===== config.mk =====
export PLATFORM = sky130hd
export DESIGN_NAME = brc_regulator_ctrl
export DESIGN_NICKNAME = d
export VERILOG_FILES = /design/src/common/brc_pkg.sv /design/src/rtl/brc_regulator_ctrl.sv
export SDC_FILE = /design/constraint.sdc
export NUM_CORES = 1
export LEC_CHECK = 0
export CORE_UTILIZATION = 30
export CTS_CLUSTER_DIAMETER = 50
export DETAILED_ROUTE_END_ITERATION = 7
export DONT_BUFFER_PORTS = 1
export GPL_TIMING_DRIVEN = 0
export PLACE_DENSITY = 0.55
export SLEW_MARGIN = 25
export SYNTH_ARGS = -nofsm -noshare
export SYNTH_HDL_FRONTEND = slang
export SYNTH_SLANG_ARGS = --single-unit

===== constraint.sdc =====
create_clock -name CLOCK -period 4.4 [get_ports CLOCK]
set_clock_uncertainty 0.05 [all_clocks]
set_input_delay 0.88 -clock CLOCK [delete_from_list [all_inputs] [get_ports CLOCK]]
set_output_delay 0.88 -clock CLOCK [all_outputs]
set_load 0.03 [all_outputs]

===== src/common/brc_pkg.sv =====
package brc_pkg;
  // register byte addresses
  localparam logic [7:0] BRC_CTL_OFS = 8'h00;
  localparam logic [7:0] BRC_SCRATCH_OFS = 8'h40;
  localparam logic [7:0] BRC_SCRATCH_END = 8'h7C;
  // control field positions
  localparam int BRC_KEY_LSB = 0;
  localparam int BRC_POL_BIT = 16;
  localparam int BRC_DRIVE_BIT = 29;
  localparam int BRC_FORCE_BIT = 30;
  localparam int BRC_EN_BIT = 31;
  // unlock key
  localparam logic [7:0] BRC_UNLOCK_KEY = 8'h3A;
  // reset values
  localparam logic [7:0] BRC_KEY_RST = 8'h00;
  localparam logic BRC_POL_RST = 1'b1;
  localparam logic BRC_DRIVE_RST = 1'b1;
  localparam logic BRC_FORCE_RST = 1'b0;
  localparam logic BRC_EN_RST = 1'b1;
  localparam logic [31:0] BRC_SCRATCH_RST = 32'h00000000;
  // axi responses
  localparam logic [1:0] BRC_RESP_OKAY = 2'h0;
  localparam logic [1:0] BRC_RESP_SLVERR = 2'h2;
  // write side of axi4-lite
  typedef struct packed {
    logic awvalid;
    logic [7:0] awaddr;
    logic wvalid;
    logic [31:0] wdata;
    logic [3:0] wstrb;
    logic bready;
  } brc_wreq_t;
  // read side of axi4-lite
  typedef struct packed {
    logic arvalid;
    logic [7:0] araddr;
    logic rready;
  } brc_rreq_t;
endpackage


===== src/rtl/brc_regulator_ctrl.sv =====
// The implementer's own choices: the address map and register access over AXI4-Lite.
module brc_regulator_ctrl #(
  parameter int SCRATCH_WORDS = 16
) (
  // clock and synchronous reset (backup-domain reset)
  input wire logic CLOCK,
  input wire logic SRST,
  // axi4-lite write channels
  input wire logic AWVALID,
  output logic AWREADY,
  input wire logic [7:0] AWADDR,
  input wire logic WVALID,
  output logic WREADY,
  input wire logic [31:0] WDATA,
  input wire logic [3:0] WSTRB,
  output logic BVALID,
  input wire logic BREADY,
  output logic [1:0] BRESP,
  // axi4-lite read channels
  input wire logic ARVALID,
  output logic ARREADY,
  input wire logic [7:0] ARADDR,
  output logic RVALID,
  input wire logic RREADY,
  output logic [31:0] RDATA,
  output logic [1:0] RRESP,
  // wakeup sources
  input wire logic ALARM_EVENT,
  input wire logic CENTURY_EVENT,
  input wire logic WAKE_INPUT_PIN,
  // regulator enable pin, two signals
  output logic REGULATOR_ENABLE_PIN_O,
  output logic REGULATOR_ENABLE_PIN_OE,
  // level of the wake pin after sync, for hibernate wakeup
  output logic WAKE_HIBERNATE
);
  import brc_pkg::*;

  // elaboration check: the word index decode serves exactly sixteen words
  if (SCRATCH_WORDS != 16)
  begin : g_bad_depth
    $error("scratch bank must hold sixteen words");
  end

  // control fields
  logic [7:0] key_r, key_nxt;
  logic pol_r, pol_nxt;
  logic drive_r, drive_nxt;
  logic force_r, force_nxt;
  logic en_r, en_nxt;
  // retained storage array
  logic [31:0] scratch_r [SCRATCH_WORDS];
  // write channel holding state
  logic aw_got_r, aw_got_nxt;
  logic [7:0] aw_addr_r, aw_addr_nxt;
  logic w_got_r, w_got_nxt;
  logic [31:0] w_data_r, w_data_nxt;
  logic [3:0] w_strb_r, w_strb_nxt;
  logic bvalid_r, bvalid_nxt;
  logic [1:0] bresp_r, bresp_nxt;
  // read channel state
  logic rvalid_r, rvalid_nxt;
  logic [31:0] rdata_r, rdata_nxt;
  logic [1:0] rresp_r, rresp_nxt;
  // wake pin synchroniser
  logic wake_s1_r, wake_s2_r;
  // write decode
  logic do_write, ctl_hit, scr_hit;
  logic [31:0] wmask, ctl_old, ctl_new;
  logic [3:0] scr_idx;
  logic wake_evt;
  // pin level and drive, registered so the power pin never glitches
  logic pin_o_r, pin_o_nxt;
  logic pin_oe_r, pin_oe_nxt;

  // two-flop sync of the external wake pin
  always_ff @(posedge CLOCK)
  begin
    if (SRST)
    begin
      wake_s1_r <= 1'b0;
      wake_s2_r <= 1'b0;
    end
    else
    begin
      wake_s1_r <= WAKE_INPUT_PIN;
      wake_s2_r <= wake_s1_r;
    end
  end

  // channel ready: take each when nothing pending on it
  assign AWREADY = !aw_got_r && !bvalid_r;
  assign WREADY = !w_got_r && !bvalid_r;
  assign ARREADY = !rvalid_r;
  assign BVALID = bvalid_r;
  assign BRESP = bresp_r;
  assign RVALID = rvalid_r;
  assign RDATA = rdata_r;
  assign RRESP = rresp_r;
  assign WAKE_HIBERNATE = wake_s2_r;

  // write happens once address and data are both held
  assign do_write = aw_got_r && w_got_r && !bvalid_r;
  assign ctl_hit = (aw_addr_r[7:2] == BRC_CTL_OFS[7:2]);
  assign scr_hit = (aw_addr_r >= BRC_SCRATCH_OFS) && (aw_addr_r <= BRC_SCRATCH_END);
  assign scr_idx = aw_addr_r[5:2];
  assign wmask = {{8{w_strb_r[3]}}, {8{w_strb_r[2]}}, {8{w_strb_r[1]}}, {8{w_strb_r[0]}}};
  assign ctl_old = {en_r, force_r, drive_r, 12'h000, pol_r, 8'h00, key_r};
  assign ctl_new = (ctl_old & ~wmask) | (w_data_r & wmask);
  // alarm (incl. once-a-second alarm) or century rollover, or wake pin with polarity one
  assign wake_evt = ALARM_EVENT || CENTURY_EVENT || (wake_s2_r && pol_r);

  // bus channel next state
  always_comb
  begin
    aw_got_nxt = aw_got_r;
    aw_addr_nxt = aw_addr_r;
    w_got_nxt = w_got_r;
    w_data_nxt = w_data_r;
    w_strb_nxt = w_strb_r;
    bvalid_nxt = bvalid_r;
    bresp_nxt = bresp_r;
    rvalid_nxt = rvalid_r;
    rdata_nxt = rdata_r;
    rresp_nxt = rresp_r;
    // capture address
    if (AWVALID && AWREADY)
    begin
      aw_got_nxt = 1'b1;
      aw_addr_nxt = AWADDR;
    end
    // capture data
    if (WVALID && WREADY)
    begin
      w_got_nxt = 1'b1;
      w_data_nxt = WDATA;
      w_strb_nxt = WSTRB;
    end
    // issue response
    if (do_write)
    begin
      aw_got_nxt = 1'b0;
      w_got_nxt = 1'b0;
      bvalid_nxt = 1'b1;
      bresp_nxt = (ctl_hit || scr_hit) ? BRC_RESP_OKAY : BRC_RESP_SLVERR;
    end
    else if (bvalid_r && BREADY)
    begin
      bvalid_nxt = 1'b0;
    end
    // read
    if (ARVALID && ARREADY)
    begin
      rvalid_nxt = 1'b1;
      rresp_nxt = BRC_RESP_OKAY;
      if (ARADDR[7:2] == BRC_CTL_OFS[7:2])
      begin
        rdata_nxt = ctl_old;
      end
      else if (ARADDR >= BRC_SCRATCH_OFS && ARADDR <= BRC_SCRATCH_END)
      begin
        rdata_nxt = scratch_r[ARADDR[5:2]];
      end
      else
      begin
        rdata_nxt = 32'h00000000;
        rresp_nxt = BRC_RESP_SLVERR;
      end
    end
    else if (rvalid_r && RREADY)
    begin
      rvalid_nxt = 1'b0;
    end
  end

  // bus channel registers
  always_ff @(posedge CLOCK)
  begin
    if (SRST)
    begin
      aw_got_r <= 1'b0;
      aw_addr_r <= 8'h00;
      w_got_r <= 1'b0;
      w_data_r <= 32'h00000000;
      w_strb_r <= 4'h0;
      bvalid_r <= 1'b0;
      bresp_r <= BRC_RESP_OKAY;
      rvalid_r <= 1'b0;
      rdata_r <= 32'h00000000;
      rresp_r <= BRC_RESP_OKAY;
    end
    else
    begin
      aw_got_r <= aw_got_nxt;
      aw_addr_r <= aw_addr_nxt;
      w_got_r <= w_got_nxt;
      w_data_r <= w_data_nxt;
      w_strb_r <= w_strb_nxt;
      bvalid_r <= bvalid_nxt;
      bresp_r <= bresp_nxt;
      rvalid_r <= rvalid_nxt;
      rdata_r <= rdata_nxt;
      rresp_r <= rresp_nxt;
    end
  end

  // control register next state
  always_comb
  begin
    key_nxt = key_r;
    pol_nxt = pol_r;
    drive_nxt = drive_r;
    force_nxt = force_r;
    en_nxt = en_r;
    if (do_write && ctl_hit)
    begin
      key_nxt = ctl_new[BRC_KEY_LSB +: 8];
      pol_nxt = ctl_new[BRC_POL_BIT];
      // set only; clear waits for reset
      force_nxt = force_r | ctl_new[BRC_FORCE_BIT];
      // key must already stand from an earlier write
      if (key_r == BRC_UNLOCK_KEY && !force_r)
      begin
        en_nxt = ctl_new[BRC_EN_BIT];
        drive_nxt = ctl_new[BRC_DRIVE_BIT];
      end
    end
    // wake event sets the stored bit and wins over a clear
    if (wake_evt)
    begin
      en_nxt = 1'b1;
    end
    // force-on keeps the bit set
    if (force_nxt)
    begin
      en_nxt = 1'b1;
    end
    // pin follows the next field values, so it changes on the same edge as the fields
    pin_o_nxt = en_nxt | force_nxt;
    // high-z only when drive off, key present and not forced
    pin_oe_nxt = drive_nxt || force_nxt || (key_nxt != BRC_UNLOCK_KEY);
  end

  // control registers; reset returns enable high
  always_ff @(posedge CLOCK)
  begin
    if (SRST)
    begin
      key_r <= BRC_KEY_RST;
      pol_r <= BRC_POL_RST;
      drive_r <= BRC_DRIVE_RST;
      force_r <= BRC_FORCE_RST;
      en_r <= BRC_EN_RST;
      // drive and enable reset high, so the pin is driven high
      pin_o_r <= BRC_EN_RST;
      pin_oe_r <= BRC_DRIVE_RST;
    end
    else
    begin
      key_r <= key_nxt;
      pol_r <= pol_nxt;
      drive_r <= drive_nxt;
      force_r <= force_nxt;
      en_r <= en_nxt;
      pin_o_r <= pin_o_nxt;
      pin_oe_r <= pin_oe_nxt;
    end
  end

  // retained scratch words, cleared only by backup reset
  genvar gi;
  generate
    for (gi = 0; gi < SCRATCH_WORDS; gi++)
    begin : g_scr
      logic [31:0] scr_nxt;
      always_comb
      begin
        scr_nxt = scratch_r[gi];
        if (do_write && scr_hit && scr_idx == 4'(gi))
        begin
          scr_nxt = (scratch_r[gi] & ~wmask) | (w_data_r & wmask);
        end
      end
      always_ff @(posedge CLOCK)
      begin
        if (SRST)
        begin
          scratch_r[gi] <= BRC_SCRATCH_RST;
        end
        else
        begin
          scratch_r[gi] <= scr_nxt;
        end
      end
    end
  endgenerate

  // pin outputs straight from their flops
  assign REGULATOR_ENABLE_PIN_O = pin_o_r;
  assign REGULATOR_ENABLE_PIN_OE = pin_oe_r;

  // assertions
  force_sticky_a: assert property (@(posedge CLOCK) disable iff (SRST) $rose(force_r) |=> force_r [*8])
    else $error("force-on bit cleared");
  force_holds_a: assert property (@(posedge CLOCK) disable iff (SRST) force_r |-> en_r && REGULATOR_ENABLE_PIN_OE)
    else $error("force-on not holding enable");
  wake_sets_a: assert property (@(posedge CLOCK) disable iff (SRST) wake_evt |=> en_r)
    else $error("wake event did not set enable");
  pin_wake_a: assert property (@(posedge CLOCK) disable iff (SRST) (wake_s2_r && pol_r) |=> en_r)
    else $error("wake pin did not set enable");
  locked_clear_a: assert property (@(posedge CLOCK) disable iff (SRST)
    (en_r && key_r != BRC_UNLOCK_KEY) |=> en_r)
    else $error("enable cleared without key");
  clear_cause_a: assert property (@(posedge CLOCK) disable iff (SRST)
    $fell(en_r) |-> $past(do_write && ctl_hit && key_r == BRC_UNLOCK_KEY && !force_r))
    else $error("enable cleared without unlocked write");
  reset_high_a: assert property (@(posedge CLOCK) $past(SRST) |-> en_r && REGULATOR_ENABLE_PIN_O)
    else $error("enable not high after reset");
  pin_value_a: assert property (@(posedge CLOCK) disable iff (SRST) drive_r |-> REGULATOR_ENABLE_PIN_O == en_r)
    else $error("pin does not follow enable");
  hiz_key_a: assert property (@(posedge CLOCK) disable iff (SRST) !REGULATOR_ENABLE_PIN_OE |-> key_r == BRC_UNLOCK_KEY)
    else $error("high impedance without key");
  holds_a: assert property (@(posedge CLOCK) disable iff (SRST) !do_write && !wake_evt |=> $stable(en_r))
    else $error("enable changed without cause");
endmodule


Yosys cells after proc, flatten, opt, wreduce, memory -nomap -nowiden. Memories as Yosys holds them, arrays and structs flattened. Cells that the tools add are included.

Memory bits (read-only): 0. Bits in registers: 100. Output and inout bits: 44. Bits in writable memories: 512. Word-level logic and storage cells: 194. Memories: 1. Latch bits: 0.

Memories: scratch_r (depth 16, width 32, rd ports 17, clocked after Yosys merged registers in 0, write ports 16, line brc_regulator_ctrl.sv:52) `logic [31:0] scratch_r [SCRATCH_WORDS];`.

Eq/ne operators: 17. Bitwise logic cells: 54. Mux-type cells: 52. Shifts and indexed selects: 0. Divide/modulo/power cells: 0. $add $sub $neg: 0. Magnitude comparators: 4. Reduce and logical (&&, ||, !) cells: 47. Multipliers: 0.

Operator list (count): $mux W32 (34); $and A32 B32 Y32 (18); $or A32 B32 Y32 (17); $eq A4 B4 Y1 const B (8); $not A32 Y32 (1); $logic_and A1 B1 Y1 (31); $or A1 B1 Y1 (18); $eq A4 B3 Y1 const B (4); $ge A8 B7 Y1 const B (2); $le A8 B7 Y1 const B (2); $mux W1 (14); $logic_not A6 Y1 (2); $eq A4 B2 Y1 const B (2); $eq A8 B6 Y1 const B (1); $mux W8 (1); $ne A8 B6 Y1 const B (1); $mux W2 (3); $logic_not A1 Y1 (5); $logic_or A1 B1 Y1 (5); $eq A4 B1 Y1 const B (1); $logic_not A4 Y1 (1); $reduce_bool A2 Y1 (2); $reduce_or A2 Y1 (1).

Depth between registers and ports, before layout.
Depth after elaboration: 8. Depth in mapped cells: 8.

Least setup slack after synthesis. Ideal clock, no wire load.

Path kind: input -> register. Start: input ARADDR[2]. End: register rdata_r[11], in the netlist RDATA[11]. Setup slack: 1.853 ns. Required time: 4.233 ns. Data arrival time: 2.381 ns. Setup time: 0.117 ns. Stages on the path: 6. Cell sequence: buf_2 buf_2 mux4_2 mux2i_1 mux2i_1 a22o_1.

Longest elaborated chain between the ends: 4. Elaborated cells between the ends (all ways): 7. Classes of those cells: order compare: 2; mux: 2; reduce/logical: 2; memory: 1.

RTL lines: start, declared (line brc_regulator_ctrl.sv:22) `input wire logic [7:0] ARADDR,`; $ge A8 B7 Y1 or $le A8 B7 Y1 (tied branches) (line brc_regulator_ctrl.sv:160) `else if (ARADDR >= BRC_SCRATCH_OFS && ARADDR <= BRC_SCRATCH_END)`; $logic_and A1 B1 Y1 (line brc_regulator_ctrl.sv:160); $mux W32 (line brc_regulator_ctrl.sv:160); $mux W32 (*) (line brc_regulator_ctrl.sv:156) `if (ARADDR[7:2] == BRC_CTL_OFS[7:2])`; end signal, assigned (line brc_regulator_ctrl.sv:202) `rdata_r <= rdata_nxt;`; end, declared (line brc_regulator_ctrl.sv:63) `logic [31:0] rdata_r, rdata_nxt;`.

Every way passes the cells marked *; elsewhere a longest branch is shown, timed or not. A chain may end at the register's enable or synchronous reset.

Worst setup path in the final report.
Start: register bvalid_r, in the netlist BVALID. End: register w_data_r[2].

Longest elaborated chain between the ends: 3.

RTL lines: start, declared (line brc_regulator_ctrl.sv:59) `logic bvalid_r, bvalid_nxt;`; start signal, assigned (line brc_regulator_ctrl.sv:199) `bvalid_r <= bvalid_nxt;`; $logic_not A1 Y1 (line brc_regulator_ctrl.sv:93) `assign WREADY = !w_got_r && !bvalid_r;`; $logic_and A1 B1 Y1 (line brc_regulator_ctrl.sv:93); via WREADY (line brc_regulator_ctrl.sv:13) `output logic WREADY,`; $logic_and A1 B1 Y1 (line brc_regulator_ctrl.sv:133) `if (WVALID && WREADY)`; end signal, assigned (line brc_regulator_ctrl.sv:197) `w_data_r <= w_data_nxt;`; end, declared (line brc_regulator_ctrl.sv:57) `logic [31:0] w_data_r, w_data_nxt;`.

The timed path passes the listed nets, and every way through them passes these cells.

==> metrics.cfg <==
[min_path]
hold_end = w_data_r[26]
timing.hold.worst.start = WDATA[26]
hold-path-cell-count = 2
class_of_the_most_critical_hold_timing_path = input pin to flip-flop

[run]
maxCapViolations = 0

[route]
route.vias.total = 21600
drt_pass1_iterations = 5
first_iter_violations = 2182
wl_per_cell_um = 26.6
vias_per_cell = 5.45
drc = 0
postRouteWirelength_um = 105000
detail-route-antenna-nets = 0

[floorplan]
rows = 109
design.die.area_sq_um = 91400
initial_core_utilization = 0.305
count_of_pins_on_the_block_boundary = 106
core_region_area_sq_um = 88800
die_height_um = 302
die-width_um = 302

[worst_setup_path]
crit_arrival_ns = 3.69
cp.required_ns = 4.80
critPathLaunchType = flip-flop
worstPathMaxFanout = 10
worstRegToRegCells = 5
setup.worst_path.class = flip-flop to flip-flop
worstPathCellList = nor2_1 -> nand2_1 -> clkbuf_1 -> nand2_1 -> a21oi_1
slowest_stage = sky130_fd_sc_hd__nor2_1
timing.critical_path.mode_cell = sky130_fd_sc_hd__nand2_1
worst_r2r_startpoint = BVALID
critPathCaptureType = flip-flop
path_buf_inv = 1
end_of_the_worst_register_to_register_path = w_data_r[2]
timing.critical_path.max_delay_family = simple AND/OR/NAND/NOR gates
timing.critical_path.slowest_cell_delay_ns = 0.85
timing.reg2reg.setup_slack_ns = 1.11

[synthesis]
yosysWarnings = 0
synth.distinct_cells = 57
postSynthCellCount = 2647
count_of_flip_flops_with_a_built_in_enable_after_synthesis = 0
synthTopCellsByArea = sky130_fd_sc_hd__dfxtp_1 (45%), sky130_fd_sc_hd__mux2i_1 (18%), sky130_fd_sc_hd__mux4_2 (9.7%), sky130_fd_sc_hd__nor2_1 (5.5%), sky130_fd_sc_hd__a21oi_1 (3.4%)
synth-seq-area-share = 0.451
synth-async-reset-ratio = 0
syn_avg_cell_area_sq_um = 10.2
synth_top_cell_by_area = sky130_fd_sc_hd__dfxtp_1
portion_of_synthesized_cell_area_occupied_by_the_leading_cell_type = 0.451
synthFlopType = sky130_fd_sc_hd__dfxtp_1
post_synth_instance_area_sq_um = 27000
synth-seq-cells = 609

[grt]
grt_pass1_wl_um = 150000
pin_count_of_the_biggest_net_entering_global_routing = 13
grt_util_all_layers = 0.228
gr-total-overflow = 0
grt_antenna_before_repair = 8
vias_in_the_first_global_route = 20900

[timing]
timing_hold_violations_final = 0
report.final.slew_viol_count = 0
worstMarginPinSlew_ns = 1.18
fmax_ghz = 0.304
relSlewSlack = 0.209
timing.final.crit_period_ns = 3.29
timing.final.ws_setup_ns = 1.11
period_share = 0.748
finalSetupViolCount = 0
setup_tns_ns = 0
grt_setup_unrepaired = false

[clock_tree]
post_cts_hold_buffer_count = 0
later_pin_clock_latency_in_the_skew_report_ns = 0.64
cts_buffer_count = 82
cts_buffer_depth = 3
cts_sinks = 609
clk_pin_slew_ns = 0.06
htree_levels = 3
clock-root-buffer = sky130_fd_sc_hd__clkbuf_16
cts_tree = built
cts_repair_resize_count = 0
cts_setup_buffers = 0

[status]
outcome = finished, final reports clean

[power_and_ir_drop]
p_leak_nw = 12.2
powerDensity_nw_per_um2 = 423
peakVddDrop_v = 0.000240

[final_layout]
finalNetCount = 2800
mostFrequentLayoutCell = sky130_fd_sc_hd__dfxtp_1
antenna_cells_inserted = 0
area_delta_synth_final_pct = 15.9
layout.cells.most_common_list = sky130_fd_sc_hd__dfxtp_1 (609), sky130_fd_sc_hd__mux2i_1 (485), sky130_fd_sc_hd__nor2_1 (397), sky130_fd_sc_hd__clkbuf_1 (190), sky130_fd_sc_hd__a21oi_1 (184)
num-fill-cells = 8929
fraction_of_final_layout_cells_with_drive_strength_greater_than_1 = 0.146

[place]
gpl.final_weighted_congestion = 0.911
preCtsSetupSlack_ns = 0.959
io_buffers = 0
detailed_place_hpwl_um = 72300

## Yosys cell counts, drive strengths merged, types with 4 or more instances
master  instances
and3b           9
a31oi           5
clkbuf        186
buf            79
nor2b           9
and3            7
inv             5
nor2          398
o21ai         129
nand3         142
a21oi         184
o22ai           9
mux2            9
nand4          35
nor3b           4
dfxtp         609
nand3b         10
a221oi          6
mux4          117
nor4           26
a22oi          14
nand2b          6
mux2i         485
nand2         115
a22o           20
## worst max path at each step
stage | startpoint | end | slack, ns | depth (start not counted)
global placement | ARADDR[3] | RDATA[27] | 0.86 | 7
floorplan | ARADDR[2] | RDATA[11] | 1.85 | 6
detailed placement | ARADDR[3] | RDATA[23] | 0.96 | 7
CTS | BVALID | w_data_r[2] | 1.26 | 5
finish | BVALID | w_data_r[2] | 1.11 | 5
global route | BVALID | w_data_r[9] | 1.12 | 6
## per-stage QoR
| step | area, sq um | utilization | total power, mW | std cells | hold WS, ns |
|---|---|---|---|---|---|
| after floorplan | 27000 | - | 6.20 | 2648 | 0.364 |
| after global placement | 28500 | 0.321 | 6.57 | 3813 | 0.367 |
| after detailed placement | 28600 | 0.322 | 6.57 | 3819 | 0.383 |
| after CTS | 31300 | 0.353 | 13.3 | 3969 | 0.308 |
| after global routing | 31300 | 0.353 | 13.6 | 3969 | 0.333 |
| final | 31300 | 0.353 | 13.2 | 3969 | 0.327 |
## routing by layer
layer	track usage	part of all wire	wire [um]	vias up
li1	-	-	-	9646
met1	0.301	0.42	44600	10700
met2	0.347	0.44	46100	1017
met3	0.0656	0.097	10300	255
met4	0.0960	0.041	4340	16
met5	0	0.0011	113	-
## cells by family (layout without fill, tap and decap cells)
logic type             Yosys count  in the layout  synth area share
AO/OA/AOI/OAI                  381            381            0.0779
buffers and inverters          270            426            0.0444
flip-flops                     609            609             0.451
multiplexers                   611            611             0.281
other                            1              2          0.000139
AND/OR/NAND/NOR                775            775             0.146
## cell type report
| cell class | instances | area (sq um) | share of cell area |
|---|---|---|---|
| plain buffers | 265 | 1190 | 0.0380 |
| repair buffers | 6 | 60.1 | 0.00192 |
| inverters | 5 | 18.8 | 0.000599 |
| clock inverters | 40 | 423 | 0.0135 |
| well taps | 1165 | 1460 | 0.0465 |
| multi-input cells | 1769 | 13700 | 0.436 |
| flip-flops and latches | 609 | 12200 | 0.389 |
| clock buffers | 110 | 2330 | 0.0744 |
## power by group
part	switching, mW	internal, mW
registers	0.0285	5.55
clock network	2.71	4.06
logic	0.707	0.190
Power figures use the tool's default switching activity.
